## config.mk

```make
export PLATFORM = sky130hd
export DESIGN_NAME = timer_unit
export DESIGN_NICKNAME = d
export VERILOG_FILES = /design/src/verilog/timer_unit_pkg.sv /design/src/verilog/chan_if.sv /design/src/verilog/cc_channel.sv /design/src/verilog/timer_unit.sv
export VERILOG_INCLUDE_DIRS = /design/src /design/src/verilog
export SDC_FILE = /design/constraint.sdc
export NUM_CORES = 1
export LEC_CHECK = 0
export BUFFER_PORTS_ARGS = -buffer_cell sky130_fd_sc_hd__buf_4
export CORE_UTILIZATION = 40
export CTS_CLUSTER_SIZE = 14
export DETAILED_ROUTE_END_ITERATION = 10
export GPL_ROUTABILITY_DRIVEN = 0
export SYNTH_ARGS = -nofsm -noshare
export SYNTH_HDL_FRONTEND = slang
export SYNTH_SLANG_ARGS = --single-unit
export TNS_END_PERCENT = 50
```

## constraint.sdc

```tcl
create_clock -name ref_clk -period 5.4 [get_ports ref_clk]
set_clock_uncertainty 0.05 [all_clocks]
set_input_delay 0.81 -clock ref_clk [delete_from_list [all_inputs] [get_ports ref_clk]]
set_output_delay 0.81 -clock ref_clk [all_outputs]
set_load 0.03 [all_outputs]
```

## src/verilog/timer_unit_cfg.svh

```systemverilog
// offsets, field positions, reset values and counts of the timer unit
// assumes 32-bit word-addressed register bus, one clock
// Function
// RULE1: set channel flag on match or capture
// RULE2: flag rises cycle after its event; code sets it two cycles after the event
// RULE3: interrupt when flag set and enabled
// RULE4: write one clears channel flag
// RULE5: capture mode: reading value clears flag
// RULE6: capture while flag set raises error
// RULE7: write one clears error flag
// RULE8: write one sets error enable
// RULE9: write one sets overflow enable
// RULE10: flag register layout and zero reset
// RULE11: counter width 8, 16 or 32
// RULE12: two channels, buffered compare, period
// RULE13: interrupts and events on wrap, match
// RULE14: count input events or prescaled clock
// RULE15: wrap flag on overflow, write one clears
`ifndef TIMER_UNIT_CFG_SVH
`define TIMER_UNIT_CFG_SVH

// ----------------------------------------------------------------
// register indices (byte address is four times the index)
// ----------------------------------------------------------------
`define IDX_CTRL        6'h00
`define IDX_IRQ_EN_CLR  6'h08
`define IDX_IRQ_EN_SET  6'h09
`define IDX_IRQ_FLAG    6'h0a
`define IDX_COUNT       6'h14
`define IDX_PERIOD      6'h1b
`define IDX_CC0         6'h1c
`define IDX_CC1         6'h1d

// ----------------------------------------------------------------
// flag and enable bit positions
// ----------------------------------------------------------------
`define BIT_WRAP        0
`define BIT_ERR         1
`define BIT_MC0         4
`define NUM_CHAN        2

// ----------------------------------------------------------------
// control fields
// ----------------------------------------------------------------
`define CTRL_RUN        0
`define CTRL_MODE_LO    1
`define CTRL_EVCOUNT    3
`define CTRL_PRE_LO     4
`define CTRL_DOWN       7
`define CTRL_CAP_LO     8

// ----------------------------------------------------------------
// reset values and widths
// ----------------------------------------------------------------
`define RST_FLAGS       8'h00
`define RST_ENABLES     8'h00
`define RST_CTRL        10'h000
`define RST_PERIOD      8'hff
`define PRE_W           10

`endif

```

## src/verilog/timer_unit_pkg.sv

```systemverilog
// types shared by the timer unit and its channels
// assumes nothing of its surroundings
`default_nettype none
package timer_unit_pkg;
    typedef enum logic [1:0] {
        width16,
        width8,
        width32
    } width_mode_t;

    typedef enum logic {
        bus_idle,
        bus_ack
    } bus_state_t;

    typedef logic [31:0] word_t;
endpackage : timer_unit_pkg
`default_nettype wire

```

## src/verilog/chan_if.sv

```systemverilog
// signals between the timer core and one compare/capture channel
// assumes one clock and a synchronous active-high reset
`timescale 1ns/1ns
`default_nettype none
interface chan_if (
    input wire logic clk,
    input wire logic rst
);
    logic [31:0] count;
    logic [31:0] wmask;
    logic        tick;
    logic        upd;
    logic        cap_mode;
    logic        cap_evt;
    logic        flag;
    logic        wr_cc;
    logic [31:0] wdata;
    logic        hit;
    logic        err;
    logic [31:0] rd_value;

    modport core (
        input  clk, rst, hit, err, rd_value,
        output count, wmask, tick, upd, cap_mode, cap_evt, flag, wr_cc, wdata
    );
    modport chan (
        input  clk, rst, count, wmask, tick, upd, cap_mode, cap_evt, flag, wr_cc, wdata,
        output hit, err, rd_value
    );
endinterface : chan_if
`default_nettype wire

```

## src/verilog/cc_channel.sv

```systemverilog
// one compare/capture channel with buffered compare value
// assumes core provides count, tick and update strobes
`timescale 1ns/1ns
`default_nettype none
module cc_channel (
    chan_if.chan ch
);
    import timer_unit_pkg::*;

    logic [31:0] cc_q;
    logic [31:0] cc_d;
    logic [31:0] buf_q;
    logic [31:0] buf_d;
    logic        bufv_q;
    logic        bufv_d;
    logic        hit_q;
    logic        err_q;
    wire         match_w;
    wire         cap_w;
    wire         store_w;
    wire         lost_w;

    // ----------------------------------------------------------------
    // event detection
    // ----------------------------------------------------------------
    assign match_w = ~ch.cap_mode & ch.tick & (ch.count == (cc_q & ch.wmask)); // [RULE1]
    assign cap_w   = ch.cap_mode & ch.cap_evt;
    assign store_w = cap_w & ~ch.flag;                                          // [RULE1]
    assign lost_w  = cap_w & ch.flag;                                           // [RULE6]

    // ----------------------------------------------------------------
    // value and buffer
    // ----------------------------------------------------------------
    always_comb begin
        cc_d   = cc_q;
        buf_d  = buf_q;
        bufv_d = bufv_q;
        if (store_w) begin
            cc_d = ch.count;
        end else if (ch.wr_cc && ch.cap_mode) begin
            cc_d = ch.wdata & ch.wmask;
        end else if (ch.upd && bufv_q) begin
            cc_d   = buf_q;                                                    // [RULE12]
            bufv_d = 1'b0;
        end
        if (ch.wr_cc && !ch.cap_mode) begin
            buf_d  = ch.wdata & ch.wmask;                                      // [RULE12]
            bufv_d = 1'b1;
        end
    end

    always_ff @(posedge ch.clk) begin
        if (ch.rst) begin
            cc_q   <= 32'h0000_0000;
            buf_q  <= 32'h0000_0000;
            bufv_q <= 1'b0;
            hit_q  <= 1'b0;
            err_q  <= 1'b0;
        end else begin
            cc_q   <= cc_d;
            buf_q  <= buf_d;
            bufv_q <= bufv_d;
            hit_q  <= match_w | store_w;
            err_q  <= lost_w;
        end
    end

    assign ch.hit      = hit_q;
    assign ch.err      = err_q;
    assign ch.rd_value = cc_q & ch.wmask;                                      // [RULE11]
endmodule : cc_channel
`default_nettype wire

```

## src/verilog/timer_unit.sv

```systemverilog
// timer unit: counter, prescaler, flags and enables behind an avalon-mm slave
// assumes word addresses on avs_address and a single clock ref_clk
`timescale 1ns/1ns
`default_nettype none
`include "timer_unit_cfg.svh"
module timer_unit (
    input  wire logic                ref_clk,
    input  wire logic                sys_rst,
    input  wire logic [5:0]          avs_address,
    input  wire logic                avs_read,
    input  wire logic                avs_write,
    input  wire logic [3:0]          avs_byteenable,
    input  wire timer_unit_pkg::word_t avs_writedata,
    output var  timer_unit_pkg::word_t avs_readdata,
    output logic                     avs_waitrequest,
    input  wire logic                count_event,
    input  wire logic [1:0]          capture_event,
    output logic                     irq,
    output logic                     wrap_event,
    output logic [1:0]               match_event
);
    import timer_unit_pkg::*;

    // ----------------------------------------------------------------
    // helpers
    // ----------------------------------------------------------------
    function automatic logic [31:0] width_mask(input logic [1:0] mode);
        if (mode == width8) begin
            width_mask = 32'h0000_00ff;
        end else if (mode == width32) begin
            width_mask = 32'hffff_ffff;
        end else begin
            width_mask = 32'h0000_ffff;
        end
    endfunction : width_mask

    function automatic logic [31:0] lane_mask(input logic [3:0] be);
        lane_mask = {{8{be[3]}}, {8{be[2]}}, {8{be[1]}}, {8{be[0]}}};
    endfunction : lane_mask

    // ----------------------------------------------------------------
    // state
    // ----------------------------------------------------------------
    bus_state_t             bus_q;
    bus_state_t             bus_d;
    word_t                  rdata_q;
    word_t                  rdata_d;
    logic [9:0]             ctrl_q;
    logic [9:0]             ctrl_d;
    logic [7:0]             flags_q;
    logic [7:0]             flags_d;
    logic [7:0]             en_q;
    logic [7:0]             en_d;
    logic [31:0]            count_q;
    logic [31:0]            count_d;
    logic [7:0]             per_q;
    logic [7:0]             per_d;
    logic [7:0]             perbuf_q;
    logic [7:0]             perbuf_d;
    logic                   perv_q;
    logic                   perv_d;
    logic [`PRE_W-1:0]      pre_q;
    logic                   wrap_q;
    logic [1:0]             match_q;

    chan_if ch [`NUM_CHAN] (.clk(ref_clk), .rst(sys_rst));

    // ----------------------------------------------------------------
    // bus decode
    // ----------------------------------------------------------------
    wire         req_w    = avs_read | avs_write;
    wire         take_w   = req_w & (bus_q == bus_ack);
    wire         wr_w     = avs_write & take_w;
    wire         rd_w     = avs_read & take_w;
    wire [31:0]  bem_w    = lane_mask(avs_byteenable);
    wire [31:0]  wd_w     = avs_writedata & bem_w;
    wire         sel_ctrl = avs_address == `IDX_CTRL;
    wire         sel_eclr = avs_address == `IDX_IRQ_EN_CLR;
    wire         sel_eset = avs_address == `IDX_IRQ_EN_SET;
    wire         sel_flag = avs_address == `IDX_IRQ_FLAG;
    wire         sel_cnt  = avs_address == `IDX_COUNT;
    wire         sel_per  = avs_address == `IDX_PERIOD;
    wire         sel_cc0  = avs_address == `IDX_CC0;
    wire         sel_cc1  = avs_address == `IDX_CC1;

    assign avs_waitrequest = req_w & (bus_q == bus_idle);
    assign avs_readdata    = rdata_q;

    // ----------------------------------------------------------------
    // control fields
    // ----------------------------------------------------------------
    wire [1:0]   mode_w   = ctrl_q[`CTRL_MODE_LO +: 2];
    wire         run_w    = ctrl_q[`CTRL_RUN];
    wire         evcnt_w  = ctrl_q[`CTRL_EVCOUNT];
    wire [2:0]   pre_sel  = ctrl_q[`CTRL_PRE_LO +: 3];
    wire         down_w   = ctrl_q[`CTRL_DOWN];
    wire [1:0]   cap_w    = ctrl_q[`CTRL_CAP_LO +: 2];
    wire [31:0]  wmask_w  = width_mask(mode_w);                                  // [RULE11]
    wire [31:0]  top_w    = (mode_w == width8) ? {24'h000000, per_q} : wmask_w;

    // ----------------------------------------------------------------
    // prescaler and counter
    // ----------------------------------------------------------------
    wire [`PRE_W-1:0] pre_mask = `PRE_W'((`PRE_W'(1) << pre_sel) - `PRE_W'(1));
    wire         pre_tick = &(pre_q | ~pre_mask);
    wire         tick_w   = run_w & (evcnt_w ? count_event : pre_tick);         // [RULE14]
    wire         at_end_w = down_w ? (count_q == 32'h0000_0000) : (count_q == top_w);
    wire         wrap_w   = tick_w & at_end_w;                                   // [RULE15]

    always_comb begin
        count_d  = count_q;
        per_d    = per_q;
        perbuf_d = perbuf_q;
        perv_d   = perv_q;
        if (wr_w && sel_cnt) begin
            count_d = ((count_q & ~bem_w) | wd_w) & wmask_w;
        end else if (wrap_w) begin
            count_d = down_w ? top_w : 32'h0000_0000;                            // [RULE15]
        end else if (tick_w) begin
            count_d = (down_w ? count_q - 32'h0000_0001 : count_q + 32'h0000_0001) & wmask_w;
        end
        if (wrap_w && perv_q) begin
            per_d  = perbuf_q;                                                   // [RULE12]
            perv_d = 1'b0;
        end
        if (wr_w && sel_per && avs_byteenable[0]) begin
            if (mode_w == width8) begin
                perbuf_d = avs_writedata[7:0];                                   // [RULE12]
                perv_d   = 1'b1;
            end else begin
                per_d = avs_writedata[7:0];
            end
        end
    end

    // ----------------------------------------------------------------
    // channels
    // ----------------------------------------------------------------
    wire [1:0]   hit_w;
    wire [1:0]   err_w;
    wire [31:0]  ccv_w [`NUM_CHAN];

    genvar gi;
    generate
        for (gi = 0; gi < `NUM_CHAN; gi++) begin : g_chan
            assign ch[gi].count    = count_q;
            assign ch[gi].wmask    = wmask_w;
            assign ch[gi].tick     = tick_w;
            assign ch[gi].upd      = wrap_w;
            assign ch[gi].cap_mode = cap_w[gi];
            assign ch[gi].cap_evt  = capture_event[gi];
            assign ch[gi].flag     = flags_q[`BIT_MC0 + gi];
            assign ch[gi].wr_cc    = wr_w & (avs_address == (`IDX_CC0 + 6'(gi)));
            assign ch[gi].wdata    = avs_writedata;
            assign hit_w[gi]       = ch[gi].hit;
            assign err_w[gi]       = ch[gi].err;
            assign ccv_w[gi]       = ch[gi].rd_value;
            cc_channel u_chan (
                .ch (ch[gi])
            );
        end
    endgenerate

    // ----------------------------------------------------------------
    // flags and enables
    // ----------------------------------------------------------------
    wire [7:0]   flag_wr  = (wr_w && sel_flag) ? wd_w[7:0] : 8'h00;
    wire [1:0]   rd_clr   = {rd_w & sel_cc1 & cap_w[1], rd_w & sel_cc0 & cap_w[0]}; // [RULE5]
    wire [7:0]   set_w    = {2'b00, hit_w, 2'b00, |err_w, wrap_q};                 // [RULE1]
    wire [7:0]   clr_w    = (flag_wr | {2'b00, rd_clr, 4'h0}) & 8'h33;             // [RULE4]
    wire [7:0]   eset_w   = (wr_w && sel_eset) ? wd_w[7:0] & 8'h33 : 8'h00;
    wire [7:0]   eclr_w   = (wr_w && sel_eclr) ? wd_w[7:0] & 8'h33 : 8'h00;

    always_comb begin
        flags_d = (flags_q & ~clr_w) | set_w;                                    // [RULE2] [RULE7]
        en_d    = (en_q & ~eclr_w) | eset_w;                                     // [RULE8] [RULE9]
        ctrl_d  = ctrl_q;
        if (wr_w && sel_ctrl) begin
            ctrl_d = (ctrl_q & ~bem_w[9:0]) | wd_w[9:0];
            if (ctrl_d[`CTRL_MODE_LO +: 2] == 2'b11) begin
                ctrl_d[`CTRL_MODE_LO +: 2] = width16;
            end
        end
    end

    assign irq         = |(flags_q & en_q);                                      // [RULE3] [RULE13]
    assign wrap_event  = wrap_q;                                                 // [RULE13]
    assign match_event = match_q;                                                // [RULE13]

    // ----------------------------------------------------------------
    // read mux
    // ----------------------------------------------------------------
    always_comb begin
        rdata_d = rdata_q;
        if (avs_read && bus_q == bus_idle) begin
            if (sel_ctrl) begin
                rdata_d = {22'h0, ctrl_q};
            end else if (sel_eclr || sel_eset) begin
                rdata_d = {24'h000000, en_q};
            end else if (sel_flag) begin
                rdata_d = {24'h000000, flags_q};                                 // [RULE10]
            end else if (sel_cnt) begin
                rdata_d = count_q;
            end else if (sel_per) begin
                rdata_d = {24'h000000, per_q};
            end else if (sel_cc0) begin
                rdata_d = ccv_w[0];
            end else if (sel_cc1) begin
                rdata_d = ccv_w[1];
            end else begin
                rdata_d = 32'h0000_0000;
            end
        end
    end

    always_comb begin
        bus_d = bus_idle;
        case (bus_q)
            bus_idle: begin
                if (req_w) begin
                    bus_d = bus_ack;
                end
            end
            bus_ack: begin
                bus_d = bus_idle;
            end
            default: begin
                bus_d = bus_idle;
            end
        endcase
    end

    // ----------------------------------------------------------------
    // registers
    // ----------------------------------------------------------------
    always_ff @(posedge ref_clk) begin
        if (sys_rst) begin
            bus_q   <= bus_idle;
            rdata_q <= 32'h0000_0000;
            ctrl_q  <= `RST_CTRL;
            flags_q <= `RST_FLAGS;                                               // [RULE10]
            en_q    <= `RST_ENABLES;
        end else begin
            bus_q   <= bus_d;
            rdata_q <= rdata_d;
            ctrl_q  <= ctrl_d;
            flags_q <= flags_d;
            en_q    <= en_d;
        end
    end

    always_ff @(posedge ref_clk) begin
        if (sys_rst) begin
            count_q  <= 32'h0000_0000;
            per_q    <= `RST_PERIOD;
            perbuf_q <= `RST_PERIOD;
            perv_q   <= 1'b0;
            pre_q    <= `PRE_W'(0);
            wrap_q   <= 1'b0;
            match_q  <= 2'b00;
        end else begin
            count_q  <= count_d;
            per_q    <= per_d;
            perbuf_q <= perbuf_d;
            perv_q   <= perv_d;
            pre_q    <= run_w ? pre_q + `PRE_W'(1) : `PRE_W'(0);
            wrap_q   <= wrap_w;
            match_q  <= hit_w;
        end
    end
endmodule : timer_unit
`default_nettype wire

```

==> out/metrics.cfg <==
[status]
status=finished clean

[setup_path]
critical_path.startpoint=ctrl_q[1]
worstReg2RegEnd=g_chan[0].u_chan.cc_q[19]
r2r_setup_slack_ns=1.52
cp.required_ns=5.86
reg2reg_from=ctrl_q[1]
crit_end=g_chan[0].u_chan.cc_q[19]
worstPathArrival_ns=4.34
critical_path_class=reg -> reg
cp-end-kind=register
reg2reg_depth=9
critPathMaxFanout=48
worstSetupStartpointType=register

[cts]
cts.path.max_buffers=3
cts_buffers=29
cts_root_buf=clkbuf_16
clk_latency_ns=0.59
post-cts-setup-buffer-count=0
cts_resized=0
cts_tree=built
cts_hold_buf=0
cts_htree_levels=1
path_clk_slew_ns=0.06
cts.sinks=244

[yosys]
avgSynthCellArea_um2=7.36
ys_warn_count=0
yosysTopAreaCell=dfxtp_1
ys_ff_latch=244
seq_area_frac_synth_pct=32.9
synth-edff-count=0
synthFlopType=dfxtp_1
async_reset_ff_share_pct=0
synthCells=2020
synthesis.area_um2=14900
synth_top_area_share_pct=32.9
synth_cell_type_count=74
synth.net_count=2101
synthTopCellsByArea=dfxtp_1, a21oi_1, nand2_1, nor2_1, mux2i_1

[sta]
slew_headroom_pct=29.0
setup_viol=0
finalSetupTns_ns=0
fmax_mhz=258
rsz0062_at_grt=no
hold_viol=0
drv_slew=0
timing.hold.ws_ns=0.397
tightest_slew_ns=1.06
layout_setup_ws_ns=1.52
min_period_ns=3.88
period_share_pct=71.8

[route]
viasPerCell=6.08
firstDrtPassIters=6
postRouteAntennaNets=0
drt-total-wl_mm=53.0
detail_route.wl_per_cell_um=21.4
drt_iter0_markers=1659
dr_total_vias=15100
drc=0

[global_route]
grt_pass1_wl_mm=80.9
grt_pass1_vias=13600
grtUsageTotal_pct=27.0
grt_max_degree=86
antenna_found_initial=1
overflow=0

[pwr]
power_density_nw_per_um2=241
power.leakage_uw=0.00623
finalPower_uw=3980
ir_drop_uv=254

[cells_and_area]
final_common_cell=nand2_1
area_growth_pct=11.3
n_fill_cell=3723
final_net_count=2070
layout_common_cells=nand2_1, nor2_1, dfxtp_1
drive_gt1_share_pct=10.4
diodes=0
multiInputGateArea_um2=9140
seq_area_um2=4880
stdcell_count=2478

[die]
core-area_um2=36600
initial_core_util_pct=40.6
fp.dieH_um=195
die_width_um=195
rows=70
pin_count=86
dieArea_um2=37900

[placement]
place_inst=2426
dp_hpwl_mm=36.6
place.port_buffers=85
preCtsSetupSlack_ns=1.63

[worst_hold_path]
hp-class=reg -> reg

[run]
maxCapViolations=0

[synth_stat cells, drive strengths merged (6+ instances only)]
cell type,n
nor2,264
nand4,29
nand2,292
o221ai,7
o31ai,9
xnor2,39
buf,31
mux2,27
a22oi,33
nor4,20
nor4bb,7
and3,7
a31oi,46
a221oi,12
o21ai,83
a211oi,35
a21oi,224
nand2b,13
dfxtp,244
mux2i,68
nand3,107
clkbuf,145
a32oi,6
xor2,18
o211ai,9
inv,41
nor2b,12
a211o,34
ha,31
a21o,13
o22ai,12
nor3,18
a222oi,8
[power by group]
part / switching [µW] / internal [µW] / leakage, µW
logic: 169 / 75.5 / 0.00380
clock network: 823 / 1080 / 0.000460
registers: 13.4 / 1820 / 0.00197
total: 1010 / 2980 / 0.00623
[area by class of cell]
cell class	count	share of cell area [%]
timing repair buffer	114	5.20
clock buffer	42	5.11
multi-input combinational	1559	55.3
tap	468	3.54
sequential	244	29.5
inverter	41	0.930
clock inverter	10	0.439
[worst min path at each step]
stage	start	depth (start not counted)	end	slack, ns
2_1_floorplan	g_chan[1].u_chan.ch.err	2	flags_q[1]	0.37
3_3_place_gp	g_chan[1].u_chan.ch.err	2	flags_q[1]	0.37
3_5_place_dp	g_chan[1].u_chan.ch.err	2	flags_q[1]	0.39
4_1_cts	g_chan[1].u_chan.ch.err	2	flags_q[1]	0.40
5_1_grt	g_chan[1].u_chan.ch.err	2	flags_q[1]	0.42
6_report	g_chan[1].u_chan.ch.err	2	flags_q[1]	0.40
[critical path: stages (launching register included)]
cell and delay [ns]:
dfxtp_1 0.54, nor2b_1 0.75, o21ai_1 0.21, a2111oi_2 0.35, o2111ai_1 0.30, a21oi_4 0.58, a21oi_4 0.24, buf_4 0.35
a211o_1 0.28, a21oi_1 0.14
[logic make-up (layout without fill, tap and decap cells)]
group,count (synthesis),in the layout,share of synthesized area [%]
DFF,244,244,32.9
AOI/OAI and AO/OA,580,580,25.0
buffers and inverters,217,207,5.90
muxes,95,95,6.63
adders and majority gates,32,32,2.74
xor gates and xnor gates,57,57,3.36
and+or+nand+nor,795,795,23.5
[metal layers]
layer / vias up / share of wire [%] / global-route usage, %
met5: - / 0 / 0
li1: 7159 / - / -
met2: 696 / 43 / 40.5
met1: 7126 / 45 / 38.9
met4: 0 / 2.9 / 8.17
met3: 97 / 9.4 / 5.05
[through the flow]
step	utilization, %	cell area, µm²
floorplan	-	14900
global placement	42.7	15600
detailed placement	42.7	15600
CTS	45.2	16500
global route	45.2	16500
finish	45.2	16500
[flip-flops by register name, indices dropped and copies added, names as in the netlist, named ones only]
signal and cells:
pre_q 7, wrap_event 1, g_chan.u_chan.ch.hit 2, g_chan.u_chan.buf_q 64, bus_q 1, flags_q 4, ctrl_q 2, g_chan.u_chan.ch.err 2
avs_readdata 32, ch.count 24, en_q 4, g_chan.u_chan.cc_q 64, g_chan.u_chan.bufv_q 2, perbuf_q 8, match_event 2, per_q 8
perv_q 1
No activity file was read; power rests on OpenSTA's default activity.
